==> config.mk <==
export PLATFORM = sky130hd
export DESIGN_NAME = tcp_config_page
export DESIGN_NICKNAME = d
export VERILOG_FILES = /design/src/logic/tcp_pkg.sv /design/src/logic/tcp_config_page.sv /design/src/logic/tcp_tick.sv
export SDC_FILE = /design/constraint.sdc
export NUM_CORES = 1
export LEC_CHECK = 0
export BUFFER_PORTS_ARGS = -buffer_cell sky130_fd_sc_hd__buf_2
export CAP_MARGIN = 30
export CORE_ASPECT_RATIO = 1.25
export CORE_MARGIN = 2
export CORE_UTILIZATION = 30
export CTS_BUF_LIST = sky130_fd_sc_hd__clkbuf_8
export DETAILED_ROUTE_END_ITERATION = 10
export GPL_TIMING_DRIVEN = 0
export PLACE_DENSITY = 0.53
export SYNTH_ARGS = -nofsm -noshare
export SYNTH_HDL_FRONTEND = slang
export SYNTH_SLANG_ARGS = --single-unit
export TNS_END_PERCENT = 1
==> constraint.sdc <==
create_clock -name clk_sys_i -period 7.4 [get_ports clk_sys_i]
set_input_delay 1.48 -clock clk_sys_i [delete_from_list [all_inputs] [get_ports clk_sys_i]]
set_output_delay 1.48 -clock clk_sys_i [all_outputs]
set_load 0.05 [all_outputs]
==> src/logic/tcp_pkg.sv <==
package tcp_pkg;
	// page layout
	localparam logic [7:0]  PAGE_CODE      = 8'h10;
	localparam logic [7:0]  PAGE_LEN       = 8'h0D;
	localparam logic [3:0]  PAGE_BYTES     = 4'hF;
	localparam logic [3:0]  OFS_CODE       = 4'h0;
	localparam logic [3:0]  OFS_LEN        = 4'h1;
	localparam logic [3:0]  OFS_FMT        = 4'h2;
	localparam logic [3:0]  OFS_PART       = 4'h3;
	localparam logic [3:0]  OFS_WFILL      = 4'h4;
	localparam logic [3:0]  OFS_RDRAIN     = 4'h5;
	localparam logic [3:0]  OFS_DLY_HI     = 4'h6;
	localparam logic [3:0]  OFS_DLY_LO     = 4'h7;
	localparam logic [3:0]  OFS_FEAT       = 4'h8;
	localparam logic [3:0]  OFS_GAP        = 4'h9;
	localparam logic [3:0]  OFS_EOD        = 4'hA;
	localparam logic [3:0]  OFS_COMP       = 4'hE;
	// reset values and limits
	localparam logic [2:0]  GAP_RST        = 3'h7;
	localparam logic [7:0]  GAP_MAX        = 8'h07;
	localparam logic [7:0]  RATIO_RST      = 8'h80;
	localparam logic [7:0]  RATIO_MIN      = 8'h20;
	localparam logic [7:0]  RATIO_MAX      = 8'hD0;
	localparam logic [15:0] DLY_RST        = 16'h0000;
	localparam logic [15:0] DLY_MAX        = 16'h3FFF;
	// sense keys
	localparam logic [3:0]  SK_NO_SENSE    = 4'h0;
	localparam logic [3:0]  SK_ILLEGAL     = 4'h5;
	// flush tick of 100 ms at 125 MHz
	localparam int          TICK_MS        = 100;
	localparam int          CLK_MHZ        = 125;
	localparam int          TICK_CYC       = TICK_MS * 1000 * CLK_MHZ;
	// writer states
	typedef enum logic [2:0] {
		TCP_IDLE, TCP_DATA, TCP_GAPS, TCP_FILL, TCP_TRACKS
	} tcp_wst_t;
endpackage

==> src/logic/tcp_config_page.sv <==
`timescale 1ns/10ps
// How it works
// page code must be 10h
// page length must be 0Dh
// page taken only with page-format flag set
// change-format flag gates gap threshold update
// gap threshold is bits 2..0, 4..3 reserved
// after threshold gap blocks, resume or stop
// fill track, then one or two gap tracks (code always writes one gap track)
// threshold clamps above 07h, resets 07h
// latest page of two sets gap threshold
// initiator changes threshold only when needed
// unsupported fields must be zero
// write fill level 20h..D0h, reset 80h
// read drain level same range and default
// unequal ratios give illegal request
// ratios shared with vendor motion threshold
// 100 ms timer flushes partial buffer
// zero delay disables timed flush
// delay saturates at 3FFFh silently
// three capability bits always read one
// early warning on write flushes buffer
// read early warning reported if enabled
// warning: no sense, medium end set
// bad page rejected, parameters unchanged
module tcp_config_page
	import tcp_pkg::*;
#(
	parameter int TICK_DIV = TICK_CYC
) (
	input  wire logic        clk_sys_i,
	input  wire logic        sys_rst_i,
	input  wire logic        sel_start_i,      // page transfer begins
	input  wire logic        sel_pf_i,         // page-format flag of command
	input  wire logic        sel_valid_i,      // page byte strobe
	input  wire logic [7:0]  sel_data_i,       // page byte
	input  wire logic        sel_end_i,        // page transfer complete
	input  wire logic        vnd_valid_i,      // vendor page applied
	input  wire logic [7:0]  vnd_gap_i,        // vendor gap threshold
	input  wire logic [7:0]  vnd_motion_i,     // vendor motion threshold
	input  wire logic        sense_req_i,      // read one page byte
	input  wire logic [3:0]  sense_addr_i,     // byte index
	input  wire logic        wr_cmd_done_i,    // write command ended
	input  wire logic [7:0]  buf_level_i,      // buffer fill, 4 KB units
	input  wire logic        buf_empty_i,      // nothing to write
	input  wire logic        gap_block_done_i, // one gap block written
	input  wire logic        track_end_i,      // current track finished
	input  wire logic        data_writing_i,   // write operation active
	input  wire logic        rd_cmd_done_i,    // read command ended
	input  wire logic        early_warning_position_i,
	output logic             sel_done_o,       // page verdict or read early warning report pulse
	output logic             check_cond_o,     // check condition with verdict
	output logic [3:0]       sense_key_o,      // sense key of verdict
	output logic             end_of_medium_bit_o,
	output logic             beginning_of_tape_bit_o,
	output logic             physical_end_bit_o,
	output logic             sense_valid_o,    // sense byte ready
	output logic [7:0]       sense_data_o,     // sense byte
	output logic [2:0]       gap_threshold_o,  // threshold in use
	output logic [7:0]       motion_level_o,   // fill and drain level
	output logic             flush_o,          // write buffer to tape: timer pulse, held during write early warning
	output logic             write_gap_o,      // write a gap block
	output logic             tape_stop_o       // stop tape pulse
);
	// elaboration check: the tick divider must give a one-cycle pulse
	if (TICK_DIV < 2) $error("bad tick divider");

	// shadow of the incoming page
	logic [3:0]  idx;          // next byte index
	logic [7:0]  s_code, s_len, s_fmt, s_wfill, s_rdrain, s_dhi, s_dlo;
	logic        s_bad;        // nonzero unsupported field or extra byte seen
	logic        s_pf;         // page-format flag latched
	// live parameters
	logic [2:0]  gap_thr;
	logic [7:0]  ratio;
	logic [15:0] dly;
	logic        report_warning_read_flag;          // report early warning on reads
	logic        feat_rew;     // report early warning bit from the page

	// decode of the byte under capture
	wire logic bad_fmt  = (idx == OFS_FMT)  && (sel_data_i[7:6] != 2'b00);
	wire logic bad_part = (idx == OFS_PART) && (sel_data_i != 8'h00);
	wire logic bad_feat = (idx == OFS_FEAT) && (sel_data_i[7] | sel_data_i[5] |
		sel_data_i[4] | sel_data_i[3] | sel_data_i[2] | sel_data_i[1]);
	wire logic bad_gap  = (idx == OFS_GAP)  && (sel_data_i != 8'h00);
	wire logic bad_eod  = (idx == OFS_EOD)  && (sel_data_i[7:5] != 3'b000);
	wire logic bad_tail = (idx > OFS_EOD) && (idx <= OFS_COMP) && (sel_data_i != 8'h00);
	wire logic bad_byte = bad_fmt | bad_part | bad_feat | bad_gap | bad_eod | bad_tail;

	// verdict on page end
	wire logic code_ok  = (s_code[5:0] == PAGE_CODE[5:0]);
	wire logic len_ok   = (s_len == PAGE_LEN) && (idx == PAGE_BYTES);
	wire logic ratio_eq = (s_wfill == s_rdrain);
	wire logic ratio_in = (s_wfill >= RATIO_MIN) && (s_wfill <= RATIO_MAX);
	wire logic page_ok  = s_pf && code_ok && len_ok && !s_bad && ratio_eq && ratio_in;
	wire logic [7:0]  gap_req  = {3'b000, s_fmt[4:0]} & 8'h07;
	wire logic [15:0] dly_req  = {s_dhi, s_dlo};
	wire logic [15:0] dly_sat  = (dly_req > DLY_MAX) ? DLY_MAX : dly_req;
	wire logic [7:0]  vgap_sat = (vnd_gap_i > GAP_MAX) ? GAP_MAX : vnd_gap_i;
	wire logic apply = sel_end_i && page_ok;

	// capture of page bytes
	always_ff @(posedge clk_sys_i or posedge sys_rst_i) begin
		if (sys_rst_i) begin
			idx <= 4'h0;
			s_code <= 8'h00;
			s_len <= 8'h00;
			s_fmt <= 8'h00;
			s_wfill <= 8'h00;
			s_rdrain <= 8'h00;
			s_dhi <= 8'h00;
			s_dlo <= 8'h00;
			s_bad <= 1'b0;
			s_pf <= 1'b0;
		end else if (sel_start_i) begin
			idx <= 4'h0;
			s_bad <= 1'b0;
			s_pf <= sel_pf_i;
		end else if (sel_valid_i) begin
			if (idx == OFS_CODE) s_code <= sel_data_i;
			if (idx == OFS_LEN) s_len <= sel_data_i;
			if (idx == OFS_FMT) s_fmt <= sel_data_i;
			if (idx == OFS_WFILL) s_wfill <= sel_data_i;
			if (idx == OFS_RDRAIN) s_rdrain <= sel_data_i;
			if (idx == OFS_DLY_HI) s_dhi <= sel_data_i;
			if (idx == OFS_DLY_LO) s_dlo <= sel_data_i;
			if (bad_byte) s_bad <= 1'b1;
			// extra bytes mark the page bad
			if (idx != 4'hF) idx <= idx + 4'h1;
			else s_bad <= 1'b1;
		end
	end

	// live parameters: newest of the two pages wins; the configuration page wins when both arrive in one cycle
	always_ff @(posedge clk_sys_i or posedge sys_rst_i) begin
		if (sys_rst_i) begin
			gap_thr <= GAP_RST;
			ratio <= RATIO_RST;
			dly <= DLY_RST;
			report_warning_read_flag <= 1'b0;
		end else if (apply) begin
			if (s_fmt[5]) gap_thr <= gap_req[2:0];
			ratio <= s_wfill;
			dly <= dly_sat;
			report_warning_read_flag <= feat_rew;
		end else if (vnd_valid_i) begin
			gap_thr <= vgap_sat[2:0];
			if (vnd_motion_i >= RATIO_MIN && vnd_motion_i <= RATIO_MAX)
				ratio <= vnd_motion_i;
		end
	end
	// report early warning bit taken as the page streams past
	always_ff @(posedge clk_sys_i or posedge sys_rst_i) begin
		if (sys_rst_i) feat_rew <= 1'b0;
		else if (sel_valid_i && idx == OFS_FEAT) feat_rew <= sel_data_i[0];
	end

	// 100 ms tick source
	logic tick;
	tcp_tick #(.DIV(TICK_DIV)) u_tick (
		.clk_sys_i (clk_sys_i),
		.sys_rst_i (sys_rst_i),
		.tick_o    (tick)
	);

	// flush timer
	logic        tmr_run;
	logic [15:0] tmr_cnt;
	wire logic tmr_hit = tmr_run && tick && (dly != 16'h0) && (tmr_cnt + 16'h1 >= dly);
	wire logic ew_hit  = early_warning_position_i && data_writing_i;
	always_ff @(posedge clk_sys_i or posedge sys_rst_i) begin
		if (sys_rst_i) begin
			tmr_run <= 1'b0;
			tmr_cnt <= 16'h0;
			flush_o <= 1'b0;
		end else begin
			flush_o <= tmr_hit | ew_hit;
			if (wr_cmd_done_i && buf_level_i < ratio && dly != 16'h0) begin
				tmr_run <= 1'b1;
				tmr_cnt <= 16'h0;
			end else if (tmr_hit || ew_hit || dly == 16'h0) begin
				tmr_run <= 1'b0;
			end else if (tmr_run && tick) begin
				tmr_cnt <= tmr_cnt + 16'h1;
			end
		end
	end

	// gap writer: threshold blocks, then fill track and one gap track
	tcp_wst_t    wst, next_wst;
	logic [2:0]  gcnt;       // gap blocks so far
	logic [1:0]  trk;        // gap tracks written
	always_comb begin
		next_wst = wst;
		case (wst)
			TCP_IDLE:   if (data_writing_i) next_wst = TCP_DATA;
			TCP_DATA:   if (buf_empty_i) next_wst = TCP_GAPS;
			TCP_GAPS: begin
				if (!buf_empty_i) next_wst = TCP_DATA;
				else if (gap_block_done_i && gcnt + 3'h1 >= gap_thr) next_wst = TCP_FILL;
				else if (gap_thr == 3'h0) next_wst = TCP_FILL;
			end
			TCP_FILL:   if (track_end_i) next_wst = TCP_TRACKS;
			TCP_TRACKS: if (track_end_i && trk == 2'h0) next_wst = TCP_IDLE;
			default:    next_wst = TCP_IDLE;
		endcase
	end
	always_ff @(posedge clk_sys_i or posedge sys_rst_i) begin
		if (sys_rst_i) begin
			wst <= TCP_IDLE;
			gcnt <= 3'h0;
			trk <= 2'h0;
			write_gap_o <= 1'b0;
			tape_stop_o <= 1'b0;
		end else begin
			wst <= next_wst;
			gcnt <= (wst == TCP_GAPS && gap_block_done_i) ? gcnt + 3'h1 :
				(wst == TCP_GAPS) ? gcnt : 3'h0;
			trk <= (wst == TCP_TRACKS && track_end_i) ? trk + 2'h1 :
				(wst == TCP_TRACKS) ? trk : 2'h0;
			write_gap_o <= (next_wst == TCP_GAPS) || (next_wst == TCP_FILL) ||
				(next_wst == TCP_TRACKS);
			tape_stop_o <= (wst == TCP_TRACKS) && (next_wst == TCP_IDLE);
		end
	end

	// verdicts and early warning status
	logic rd_ew_pend; // warning seen during read
	wire logic ew_rd_set = early_warning_position_i && !data_writing_i && report_warning_read_flag;
	always_ff @(posedge clk_sys_i or posedge sys_rst_i) begin
		if (sys_rst_i) begin
			sel_done_o <= 1'b0;
			check_cond_o <= 1'b0;
			sense_key_o <= SK_NO_SENSE;
			end_of_medium_bit_o <= 1'b0;
			beginning_of_tape_bit_o <= 1'b0;
			physical_end_bit_o <= 1'b0;
			rd_ew_pend <= 1'b0;
		end else begin
			sel_done_o <= sel_end_i | (rd_cmd_done_i & rd_ew_pend);
			if (ew_rd_set)
				rd_ew_pend <= 1'b1;
			if (sel_end_i) begin
				check_cond_o <= !page_ok;
				sense_key_o <= page_ok ? SK_NO_SENSE : SK_ILLEGAL;
				end_of_medium_bit_o <= 1'b0;
			end else if (rd_cmd_done_i && rd_ew_pend) begin
				if (!ew_rd_set) rd_ew_pend <= 1'b0; // a fresh warning wins over the report
				check_cond_o <= 1'b1;
				sense_key_o <= SK_NO_SENSE;
				end_of_medium_bit_o <= 1'b1;
				beginning_of_tape_bit_o <= 1'b0;
				physical_end_bit_o <= 1'b0;
			end
		end
	end

	// sense readback
	logic [7:0] sense_mux;
	always_comb begin
		case (sense_addr_i)
			OFS_CODE:   sense_mux = PAGE_CODE;
			OFS_LEN:    sense_mux = PAGE_LEN;
			OFS_FMT:    sense_mux = {5'b00000, gap_thr};
			OFS_WFILL:  sense_mux = ratio;
			OFS_RDRAIN: sense_mux = ratio;
			OFS_DLY_HI: sense_mux = dly[15:8];
			OFS_DLY_LO: sense_mux = dly[7:0];
			OFS_FEAT:   sense_mux = {1'b0, 1'b1, 5'b00000, report_warning_read_flag};
			OFS_EOD:    sense_mux = 8'h18;
			default:    sense_mux = 8'h00;
		endcase
	end
	always_ff @(posedge clk_sys_i or posedge sys_rst_i) begin
		if (sys_rst_i) begin
			sense_valid_o <= 1'b0;
			sense_data_o <= 8'h00;
		end else begin
			sense_valid_o <= sense_req_i;
			sense_data_o <= sense_mux;
		end
	end
	assign gap_threshold_o = gap_thr;
	assign motion_level_o = ratio;

	// checks on page verdicts and stored values
	chk_bad_keeps: assert property (@(posedge clk_sys_i) disable iff (sys_rst_i)
		sel_end_i && !page_ok |=> $stable(ratio) && $stable(dly))
		else $error("rejected page changed parameters");
	chk_ratio_key: assert property (@(posedge clk_sys_i) disable iff (sys_rst_i)
		sel_end_i && !ratio_eq |=> check_cond_o && sense_key_o == SK_ILLEGAL)
		else $error("unequal ratios not rejected");
	chk_pf_need: assert property (@(posedge clk_sys_i) disable iff (sys_rst_i)
		sel_end_i && !s_pf |=> check_cond_o)
		else $error("page taken without page format");
	chk_code_need: assert property (@(posedge clk_sys_i) disable iff (sys_rst_i)
		sel_end_i && s_code[5:0] != PAGE_CODE[5:0] |=> check_cond_o)
		else $error("wrong page code not rejected");
	chk_len_need: assert property (@(posedge clk_sys_i) disable iff (sys_rst_i)
		sel_end_i && s_len != PAGE_LEN |=> check_cond_o && sense_key_o == SK_ILLEGAL)
		else $error("wrong page length not rejected");
	chk_apply_values: assert property (@(posedge clk_sys_i) disable iff (sys_rst_i)
		apply |=> ratio == $past(s_wfill) && dly == $past(dly_sat))
		else $error("accepted page not applied");
	// gap threshold from either page
	chk_gap_clamp: assert property (@(posedge clk_sys_i) disable iff (sys_rst_i)
		vnd_valid_i && !apply && vnd_gap_i > GAP_MAX |=> gap_thr == GAP_RST)
		else $error("gap threshold not clamped");
	chk_caf_gate: assert property (@(posedge clk_sys_i) disable iff (sys_rst_i)
		apply && !s_fmt[5] && !vnd_valid_i |=> $stable(gap_thr))
		else $error("gap changed without format flag");
	// flush timer and early warning
	chk_dly_sat: assert property (@(posedge clk_sys_i) disable iff (sys_rst_i)
		dly <= DLY_MAX)
		else $error("delay above limit");
	chk_zero_nofl: assert property (@(posedge clk_sys_i) disable iff (sys_rst_i)
		dly == 16'h0 && !ew_hit |=> !flush_o)
		else $error("flush with zero delay");
	chk_ew_flush: assert property (@(posedge clk_sys_i) disable iff (sys_rst_i)
		ew_hit |=> flush_o)
		else $error("no flush at early warning");
	chk_ew_report: assert property (@(posedge clk_sys_i) disable iff (sys_rst_i)
		rd_cmd_done_i && rd_ew_pend && !sel_end_i |=> end_of_medium_bit_o
		&& !physical_end_bit_o && sense_key_o == SK_NO_SENSE)
		else $error("early warning sense wrong");
	// gap writer sequence
	chk_gap_resume: assert property (@(posedge clk_sys_i) disable iff (sys_rst_i)
		wst == TCP_GAPS && !buf_empty_i |=> wst == TCP_DATA)
		else $error("new data did not resume writing");
	chk_track_after_fill: assert property (@(posedge clk_sys_i) disable iff (sys_rst_i)
		wst == TCP_FILL && track_end_i |=> wst == TCP_TRACKS && write_gap_o)
		else $error("no gap track after track fill");
	// fixed capability bit 6 of the feature byte in the readback
	chk_caps_read: assert property (@(posedge clk_sys_i) disable iff (sys_rst_i)
		sense_req_i && sense_addr_i == OFS_FEAT |=> sense_data_o[6] && !sense_data_o[7])
		else $error("capability bit not reported");
	// coverage of the main scenarios
	cov_apply: cover property (@(posedge clk_sys_i) disable iff (sys_rst_i) apply);
	cov_flush: cover property (@(posedge clk_sys_i) disable iff (sys_rst_i) tmr_hit);
	cov_stop: cover property (@(posedge clk_sys_i) disable iff (sys_rst_i) tape_stop_o);
	cov_reject: cover property (@(posedge clk_sys_i) disable iff (sys_rst_i) sel_end_i && !page_ok);
	cov_ew_read: cover property (@(posedge clk_sys_i) disable iff (sys_rst_i) rd_cmd_done_i && rd_ew_pend);
endmodule

==> src/logic/tcp_tick.sv <==
`timescale 1ns/10ps
// divides the system clock into a one-cycle tick
module tcp_tick #(
	parameter int DIV = 12500000
) (
	input  wire logic clk_sys_i,
	input  wire logic sys_rst_i,
	output logic      tick_o
);
	// elaboration check: a divider below two cannot give a one-cycle tick
	if (DIV < 2) $error("tick divider too small");
	logic [31:0] cnt; // cycles since last tick
	always_ff @(posedge clk_sys_i or posedge sys_rst_i) begin
		if (sys_rst_i) begin
			cnt <= 32'h0;
			tick_o <= 1'b0;
		end else begin
			tick_o <= (cnt == 32'(DIV - 1));
			cnt <= (cnt == 32'(DIV - 1)) ? 32'h0 : cnt + 32'h1;
		end
	end
endmodule

==> summary.txt, run 1 <==
Sequential fraction of the synthesis area -> 0.4871
Worst setup path start -> tmr_cnt[2]
IO Count -> 83
Syn Area/Cell -> 10.21 um2
Register area -> 4009 um2
Placed cell areas -> 9074 um2
WHS Path Cells -> 1
GRT Overall Usage -> 0.1390
Skew final -> 0.01166 ns
Max Clock Freq -> 0.2405 GHz
Synth cell count leaders -> dfrtp_1 (156), nor2_1 (87), mux2_2 (63)
Setup crit end kind -> register
Cts hold-fix bufs -> 0
Crit-path slowest cell -> nor3_1
EDFF count, synth -> 0
Top cell type's share of synthesized area -> 0.4743
Number of buffers added on ports -> 72
Startpoint Class -> register
Setup-failing EPs final -> 0
Combinational fraction of design power -> 0.138
Vias in the first global route -> 6287
Initial antenna violation count -> 0
Post-route antenna net violation count -> 0
Final Max Slew Viols -> 0
CTS buffer count -> 17
Synth unique cells -> 59
RR Startpoint -> tmr_cnt[2]
Post-route cell area -> 9555 um2
Final Hold Slack -> 0.4630 ns
Most instantiated library cell after synthesis -> dfrtp_1
Critical Path RT -> 7.78 ns
Hpwl dp -> 14.02 mm
Worst Max-Slew Pin Slew -> 0.8401 ns
Area of the core -> 26910 um2
Sequential Power Share -> 0.481
Peak VDD IR -> 0.1067 mV
Largest net degree at the start of global routing -> 87
CTS HTree Levels -> 4
# clock sinks -> 160
Final hold vios -> 0
Synth-to-layout area growth -> 16.10%
RSZ-0062 raised after global routing -> no
Static Leak -> 4.411 nW
First-pass GRT wire length -> 32.29 mm
Internal power -> 1.511 mW
Fin cells -> 1258
WL/cell -> 15.20 um
Antenna Cells -> 0
Die Span Y -> 189.2 um
Drt via density -> 4.826
WP depth -> 14
Area contributors post-synth -> dfrtp_1 (47%), mux2_2 (8.6%), ha_1 (5.2%), nor2_1 (4.0%), xor2_1 (3.3%)
Synth Warn # -> 0
Initial Utilization -> 0.3059
Max FO, Critical Path -> 10
Mapped Area -> 8230 um2
TritonCTS clock tree -> yes
Headroom to the max-slew limit -> 0.4347
Cell Pwr Density -> 214.7 nW/um2
# nets final -> 987
Most used DFF post-synth -> dfrtp_1
MaxCap Viol Count -> 0
Initial drt markers -> 247
DRC -> 0
Placer Congestion -> 0.8032
Detailed-route wire length -> 19.12 mm
Worst hold-check path type -> register to register
Placed insts -> 1228
Reg clk slew, reported paths -> 0.08 ns
Synth async-reset ratio -> 1.000
Die X -> 152.1 um
Crit Path Class -> register to register
Initial DRT Pass Iterations -> 4
Congestion Overflow GR -> 0
CTS Root Cell -> clkbuf_8
Vias post-DR -> 6071
Critical path arrival -> 4.54 ns
Clock power frac -> 0.381
Cells after Synth -> 806
Area of the multi-input gates -> 3899 um2
CP max stage delay -> 0.57 ns
R2R cell count -> 14
CTS resizes -> 0
Worst hold path startpoint -> u_tick.cnt[0]
Buf/Inv on CP -> 2
Worst-Skew Late Latency -> 0.46 ns
Number of fill cells -> 2711
Fraction of the cycle the final worst path needs -> 0.5618
Clock Path Buffers -> 2
Outcome -> complete, no violations
Sw power -> 0.5405 mW
Sw Ratio -> 0.2635
CP delay by family, top -> simple AND/OR/NAND/NOR gates
Yosys top cell by area -> dfrtp_1
Post-layout min period -> 4.157 ns
CP Cell Sequence -> nand4_1, nor3_1, nand2_1, or3_1, xnor2_1, ha_1, nand4_1, nor3_1, a311oi_2, nand4b_1, clkbuf_1, clkbuf_1, o21ai_0, a21oi_1
FF+latch count, synth -> 160
Layout cells sized above 1 -> 0.2125
Setup Buffers After CTS -> 0
Std cell rows -> 67
Die ar. -> 28780 um2
-- cell families after synthesis --
group           synth area share
other cells            0.0004556
xor+xnor                 0.05853
flops                     0.4871
mux                      0.09957
simple gates              0.1654
buf+inv                  0.04059
fa+ha+maj                0.05169
compound gates           0.09669
-- through the flow --
step	power (mW)	utilization	setup WS, ns	setup TNS, ns
2_1_floorplan	1.202	-	1.607	0
3_3_place_gp	1.287	0.3357	-0.5350	-81.10
3_5_place_dp	1.292	0.3372	3.237	0
4_1_cts	2.079	0.3551	3.196	0
5_1_grt	2.154	0.3551	2.742	0
6_report	2.051	0.3551	3.243	0
-- power by group through the flow --
stage,clock network (mW),logic [mW],registers (mW)
final,0.782,0.284,0.986
after floorplan,0,0.167,1.03
after CTS,0.803,0.289,0.987
after global placement,0,0.284,1.00
after global routing,0.842,0.316,0.997
after detailed placement,0,0.288,1.00
-- worst register-to-register path, stage by stage, from the launching register on --
cell,delay (ns)
dfrtp_1,0.46
nand4_1,0.16
nor3_1,0.57
nand2_1,0.23
or3_1,0.44
xnor2_1,0.16
ha_1,0.29
nand4_1,0.11
nor3_1,0.24
a311oi_2,0.14
nand4b_1,0.20
clkbuf_1,0.36
clkbuf_1,0.41
o21ai_0,0.17
a21oi_1,0.14
-- cells in the final DEF (no fill, tap or decap), drive strengths merged, types with 24 or more instances in the layout --
cell	count
nand2	51
mux2	63
ha	34
xnor2	24
inv	51
clkbuf	37
a21oi	54
nor2	87
o21ai	27
xor2	31
dfrtp	156
buf	88
-- flip-flops by register name, indices dropped and copies added (netlist names), 2 cells and up --
signal           count
wst                  3
tmr_cnt             16
s_code               6
idx                  4
s_dhi                8
s_len                8
gap_threshold_o      3
trk                  2
s_rdrain             8
sense_data_o         8
dly                 16
motion_level_o       8
s_wfill              8
s_dlo                8
u_tick.cnt          32
s_fmt                4
gcnt                 3
-- metal layers --
metal	wire length (um)	GRT usage	share of wire
met5	0	0	0
met4	358	0.04529	0.019
met3	565	0.02838	0.030
met2	9234	0.2342	0.48
met1	8963	0.1790	0.47
-- final cells by class --
cell class | instances | area share
timing repair buffer | 74 | 0.04112
clock inverter | 10 | 0.02161
tap | 345 | 0.04517
multi-input combinational | 568 | 0.4080
buffer | 31 | 0.01532
inverter | 50 | 0.02043
sequential | 160 | 0.4195
clock buffer | 20 | 0.02881
-- final timing paths --
kind / endpoint / slack, ns
min reg2reg: u_tick.cnt[0] / 0.46
max: tmr_cnt[5] / 3.24
max in group asynchronous: gap_threshold_o[1] / 5.49
min: u_tick.cnt[0] / 0.46
max reg2reg: tmr_cnt[5] / 3.24
min in group asynchronous: u_tick.cnt[12] / 1.10
No activity file was read; power rests on OpenSTA's default activity.
==> inputs of run 2 (changes only) <==
- ABC_AREA: not set -> 1
- PLACE_DENSITY: 0.53 -> 0.55
- clock period: 7.4 -> 3.7 ns (I/O delays scaled with it)
==> run 2 against run 1 <==
Sequential cell count unchanged; global-route usage up 1.7 points; synthesized cell count up 41%; combinational power rose to 2.6 times the previous value; total power up 100%; routed wire length up 18%; synthesized area up 8.3%; cell count up 31%; die area up 8.1%; register-to-register slack worse by 2.7 ns; via count up 25%; sequential power up 100%.
==> summary.txt, run 2 <==
Outcome -> complete, no violations
# nets final -> 1328 (+35%)
RR Startpoint -> tmr_cnt[0]
Reg-to-reg critical path endpoint -> tmr_cnt[5]
WL/cell -> 13.63 um (-10%)
Critical path arrival -> 3.54 ns (-1.00 ns)
Vias post-DR -> 7563 (+25%)
FF+latch count, synth -> 160 (unchanged)
Vias in the first global route -> 7640 (+22%)
RSZ-0062 raised after global routing -> no
Die ar. -> 31130 um2 (+8.1%)
Synth-to-layout area growth -> 15.60%
Synth Warn # -> 0 (unchanged)
Setup TNS -> 0 ns (unchanged)
Most common cell after layout, fill and taps aside -> nand2_1
Power after layout -> 4.129 mW (+100%)
IO Count -> 83 (unchanged)
Peak VDD IR -> 0.2273 mV (+110%)
Most used DFF post-synth -> dfrtp_1
GRT Overall Usage -> 0.1564 (+0.01742)
Congestion Overflow GR -> 0 (unchanged)
Initial Utilization -> 0.3048 (-0.001021)
Top flop regs -> u_tick.cnt: 32 flops, dly: 16 flops, tmr_cnt: 16 flops
Worst-Skew Late Latency -> 0.47 ns (about the same)
Most Frequent Cell on Critical Path -> nand2_1
Setup crit end kind -> register
Clock Path Buffers -> 2 (unchanged)
Commonest cells after routing, fill and taps aside -> nand2_1 (279), inv_1 (195), dfrtp_1 (156)
Cell Pwr Density -> 400.6 nW/um2 (+87%)
Final Core Density -> 0.3524 (-0.002699)
Post-Place Setup Slack -> 0.4344 ns (-2.802 ns)
Skew final -> 0.01367 ns (+0.002007 ns)
Setup-failing EPs final -> 0 (unchanged)
Area contributors post-synth -> dfrtp_1 (44%), nand2_1 (12%), inv_1 (8.1%), ha_1 (4.8%), nand3_1 (4.4%)
Layout cells sized above 1 -> 0.1258 (-0.08669)
Post-route antenna net violation count -> 0 (unchanged)
Synth async-reset ratio -> 1.000 (unchanged)
Placed cell areas -> 9893 um2 (+9.0%)
First-pass GRT wire length -> 38.24 mm (+18%)
Most flops, register -> u_tick.cnt
Placed insts -> 1620 (+32%)
Synth cell count leaders -> nand2_1 (280), inv_1 (192), dfrtp_1 (156)
# clock sinks -> 160 (unchanged)
Max FO, Critical Path -> 10 (unchanged)
Met1 Use GR -> 0.1945 (+0.01555)
Routing usage on met3 -> 0.03342 (+0.005040)
CP max stage delay -> 0.42 ns (-0.15 ns)
Static Leak -> 5.335 nW (+21%)
Final Max Slew Viols -> 0 (unchanged)
Largest net degree at the start of global routing -> 36 (-59%)
WP depth -> 15 (+1)
Synth unique cells -> 43 (-27%)
Worst hold-check path type -> input port to asynchronous set/reset pin
Cells after Synth -> 1140 (+41%)
Final hold vios -> 0 (unchanged)
Critical Path RT -> 4.06 ns (-3.72 ns)
Detailed-route wire length -> 22.54 mm (+18%)
Fraction of the cycle the final worst path needs -> 0.8601 (+0.2983)
Post-route cell area -> 10310 um2 (+7.9%)
Initial antenna violation count -> 4 (+4)
Crit-path slowest cell -> dfrtp_1
Die X -> 158.2 um (+4.0%)
DRC -> 0 (unchanged)
Gr busiest metal -> met2
TritonCTS clock tree -> yes
CTS HTree Levels -> 4 (unchanged)
R2R cell count -> 15 (+1)
CTS Root Cell -> clkbuf_8
Drt via density -> 4.573 (-5.3%)
Number of flip-flops under the largest register name -> 32 (unchanged)
Post-layout min period -> 3.182 ns (-0.9751 ns)
MaxCap Viol Count -> 0 (unchanged)
Max Clock Freq -> 0.3142 GHz (+31%)
CP Cell Sequence -> ha_1, nand3_1, nor2_1, nand2_1, nor2_1, nand2_1, xnor2_1, ha_1, nand2_1, o21ai_0, a21oi_1, nand4_2, clkbuf_1, nand3_1, nand2_1
Syn Area/Cell -> 7.822 um2 (-23%)
Sequential fraction of the synthesis area -> 0.4496 (-0.03752)
Mapped Area -> 8917 um2 (+8.3%)
Yosys top cell by area -> dfrtp_1
Startpoint Class -> register
Buf/Inv on CP -> 1 (-1)
Initial drt markers -> 454 (+84%)
Std cell rows -> 70 (+4.5%)
Area of the core -> 29250 um2 (+8.7%)
Headroom to the max-slew limit -> 0.4794 (+0.04466)
Die Span Y -> 196.8 um (+4.0%)
CP delay by family, top -> simple AND/OR/NAND/NOR gates
M2 GR Usage -> 0.2670 (+0.03275)
Crit Path Class -> register to register
Worst Max-Slew Pin Slew -> 0.7749 ns (-0.06520 ns)
Hpwl dp -> 17.70 mm (+26%)
EDFF count, synth -> 0 (unchanged)
Number of buffers added on ports -> 77 (+6.9%)
Final worst slack -> 0.5178 ns (-2.725 ns)
Top cell type's share of synthesized area -> 0.4378 (-0.03654)
Placer Congestion -> 0.8823 (+9.8%)
Fin cells -> 1654 (+31%)
Flop-to-flop setup slack -> 0.52 ns (-2.72 ns)
Most instantiated library cell after synthesis -> nand2_1
Final Hold Slack -> 0.3668 ns (-0.09626 ns)
CTS buffer count -> 17 (unchanged)
Reg clk slew, reported paths -> 0.09 ns (about the same)
Initial DRT Pass Iterations -> 5 (+1)
==> run 2: cell count changes in the layout (fill, tap and decap cells not counted), moves of 17 or more <==
cell / before / now
or3_1: 17 / 0
mux2_2: 63 / 0
o21ai_0: 27 / 72
nand3_1: 23 / 79
nor3_1: 13 / 32
o21ai_1: 0 / 18
nand2_1: 51 / 279
xnor2_1: 24 / 3
inv_1: 49 / 195
a21oi_1: 54 / 30
==> run 2: cells by family after synthesis <==
logic type / count (synthesis) / share of synthesized area
compound gates: 141 / 0.08587
fa+ha+maj: 34 / 0.04771
other cells: 1 / 0.0004205
buf+inv: 221 / 0.1017
simple gates: 542 / 0.2744
flops: 160 / 0.4496
xor+xnor: 41 / 0.04027
==> run 2: power breakdown <==
part	internal, mW	leakage (nW)	switching [mW]
Sequential	1.91	1.95	0.119
Combinational	0.244	3.17	0.490
Clock	0.693	0.213	0.678
==> run 2: layout make-up <==
type	instances	area, um2
Timing Repair Buffer	81	465.4
Inverter	194	732.0
Clock inverter	13	146.4
Tap cell	396	495.5
Sequential cell	160	4009
Fill cell	3136	18940
Clock buffer	19	261.5
Multi-Input combinational cell	762	4015
Antenna cell	2	5.005
Buffer	27	178.9
==> run 2: layer usage <==
metal,vias to the layer above,wire length [um]
met4,4,352
met5,-,24
met2,138,11220
li1,3863,-
met1,3532,9988
met3,26,956
==> run 2: worst max path at each step <==
stage | start | endpoint | slack [ns]
2_1_floorplan | sys_rst_i | check_cond_o | 0.93
3_3_place_gp | sys_rst_i | tmr_cnt[10] | -0.22
3_5_place_dp | tmr_cnt[0] | tmr_cnt[7] | 0.43
4_1_cts | tmr_cnt[0] | tmr_cnt[0] | 0.42
5_1_grt | tmr_cnt[0] | tmr_cnt[0] | 0.06
6_report | tmr_cnt[0] | tmr_cnt[5] | 0.52
==> run 2: timing repair <==
item	4_1_cts	5_1_grt
resized for setup	0	1
setup buffers	0	0
hold buffers	0	0
setup endpoints to repair	0	7
==> inputs of run 3 (changes only) <==
- ABC_AREA: 1 -> 0
==> run 3 against run 2 <==
Clock-buffer cell count decreased by 2; highest routed layer is now met4; final area decreased by 5.6%; clock skew increased by 0.0068 ns; total power is 4.3% lower; hold slack got worse by 0.11 ns; die area is 7.5% lower; critical path depth rose by 1; non-clock buffer count grew 11; cell count fell by 23%; critical path type unchanged; routed wire length is 14% lower; sequential share of layout area increased by 2.3 points; largest cell class is now sequential cells; via count shrank 18%.
==> summary.txt, run 3 (synthesized netlist as in run 1, its figures left out) <==
Max Clock Freq -> 0.2850 GHz (-9.3%)
Cts hold-fix bufs -> 0 (unchanged)
Final Hold Slack -> 0.2551 ns (-0.1117 ns)
Placed insts -> 1232 (-24%)
Std cell rows -> 67 (-4.3%)
Clock Path Buffers -> 2 (unchanged)
Startpoint Class -> register
GRT Overall Usage -> 0.1395 (-0.01685)
Hpwl dp -> 14.33 mm (-19%)
Top flop regs -> u_tick.cnt: 32 flops, dly: 16 flops, tmr_cnt: 16 flops
CTS HTree Levels -> 4 (unchanged)
Die ar. -> 28780 um2 (-7.5%)
Synth-to-layout area growth -> 18.26%
Most common cell after layout, fill and taps aside -> dfrtp_1
Congestion Overflow GR -> 0 (unchanged)
Fin cells -> 1274 (-23%)
CTS buffer count -> 17 (unchanged)
Most flops, register -> u_tick.cnt
Post-layout min period -> 3.509 ns (+0.3271 ns)
Initial Utilization -> 0.3059 (+0.001021)
Headroom to the max-slew limit -> 0.3955 (-0.08389)
Initial drt markers -> 367 (-19%)
Vias post-DR -> 6184 (-18%)
First-pass GRT wire length -> 32.69 mm (-15%)
Cell Pwr Density -> 406.1 nW/um2 (+1.4%)
Power after layout -> 3.953 mW (-4.3%)
RSZ-0062 raised after global routing -> yes
Final Max Slew Viols -> 0 (unchanged)
Setup-failing EPs final -> 0 (unchanged)
CP Cell Sequence -> ha_4, and3_4, and3_4, nand3_2, buf_8, nor2_1, xnor2_1, ha_1, a21oi_1, a21boi_0, a311oi_2, nand4b_1, buf_4, buf_4, or4_1, a21oi_1
Number of fill cells -> 2722 (-13%)
Reg clk slew, reported paths -> 0.10 ns (about the same)
Critical path arrival -> 3.90 ns (+0.36 ns)
TritonCTS clock tree -> yes
CTS Root Cell -> clkbuf_8
Peak VDD IR -> 0.2224 mV (-2.2%)
Setup crit end kind -> register
Static Leak -> 4.490 nW (-16%)
Initial DRT Pass Iterations -> 4 (-1)
Crit Path Class -> register to register
Number of buffers added on ports -> 72 (-6.5%)
Initial antenna violation count -> 0 (-4)
Vias in the first global route -> 6274 (-18%)
# nets final -> 1001 (-25%)
Area of the core -> 26910 um2 (-8.0%)
Skew final -> 0.02051 ns (+0.006841 ns)
Outcome -> complete, no violations
Fraction of the cycle the final worst path needs -> 0.9485 (+0.08841)
Post-route antenna net violation count -> 0 (unchanged)
Detailed-route wire length -> 19.41 mm (-14%)
# clock sinks -> 160 (unchanged)
Crit-path slowest cell -> or4_1
Die X -> 152.1 um (-3.8%)
Final hold vios -> 0 (unchanged)
Worst Max-Slew Pin Slew -> 0.8985 ns (+0.1235 ns)
Critical Path RT -> 4.09 ns (+0.03 ns)
Final Core Density -> 0.3617 (+0.009301)
Max FO, Critical Path -> 10 (unchanged)
Worst-Skew Late Latency -> 0.46 ns (about the same)
MaxCap Viol Count -> 0 (unchanged)
Placer Congestion -> 0.7938 (-10%)
Setup TNS -> 0 ns (unchanged)
Commonest cells after routing, fill and taps aside -> dfrtp_1 (155), nor2_1 (87), buf_2 (81)
Antenna Cells -> 0 (-2)
Worst hold-check path type -> input port to asynchronous set/reset pin
Layout cells sized above 1 -> 0.2390 (+0.1132)
Number of flip-flops under the largest register name -> 32 (unchanged)
Die Span Y -> 189.2 um (-3.8%)
Largest net degree at the start of global routing -> 38 (+5.6%)
WL/cell -> 15.24 um (+12%)
DRC -> 0 (unchanged)
Drt via density -> 4.854 (+6.2%)
IO Count -> 83 (unchanged)
CP max stage delay -> 0.49 ns (+0.07 ns)
run 3: metrics by stage:
| stage | setup slack, ns | instance area, um2 |
|---|---|---|
| after floorplan | 0.2532 | 8245 |
| after global placement | -0.4370 | 9037 |
| after detailed placement | -0.4890 | 9150 |
| after CTS | 0.0001221 | 9644 |
| after global routing | -0.01070 | 9733 |
| final | 0.1907 | 9733 |
run 3: timing repair:
item / in CTS / in global routing
cloned: 1 / 0
gates resized for setup: 10 / 15
endpoints found under the setup margin: 16 / 16
pin swaps: 3 / 5
setup buffers: 4 / 5
run 3: worst max-delay path, delay by kind of cell, from the launching register on:
| kind | cells | cell delay, ns |
|---|---|---|
| adder cells (fa/ha/maj) | 2 | 0.46 |
| XOR/XNOR | 1 | 0.16 |
| AO/OA/AOI/OAI | 4 | 0.70 |
| AND/OR/NAND/NOR | 6 | 1.23 |
| flip-flops | 1 | 0.43 |
| buffers and inverters | 3 | 0.45 |
run 3: path summary, 6_finish.rpt:
kind,from,endpoint,slack (ns),cells past startpoint
max,tmr_cnt[0],tmr_cnt[11],0.19,16
min in group clk_sys_i,sense_req_i,sense_valid_o,0.38,1
max in group asynchronous,sys_rst_i,gap_threshold_o[0],2.43,5
min,sys_rst_i,sense_valid_o,0.26,2
min reg2reg,u_tick.cnt[0],u_tick.cnt[0],0.47,1
max reg2reg,tmr_cnt[0],tmr_cnt[11],0.19,16
run 3: report_power, final:
part / switching, mW / internal [mW]
registers: 0.0982 / 1.88
clock network: 0.713 / 0.688
logic: 0.342 / 0.237
run 3: metal layers:
layer  vias to the layer above  global-route usage  wire [um]
li1                       3053                   -          -
met1                      3007              0.1844       8991
met2                        98              0.2330       9429
met3                        26             0.02838        686
met4                         0             0.03882        303
met5                         -                   0          0
run 3: layout make-up:
cell class	count	area (um2)	share of cell area
multi-input combinational	568	3955	0.4064
buffer	31	171.4	0.01761
clock inverter	15	193.9	0.01993
tap	345	431.7	0.04435
inverter	50	191.4	0.01967
timing repair buffer	88	545.5	0.05605
sequential	160	4010	0.4120
clock buffer	17	234.0	0.02404
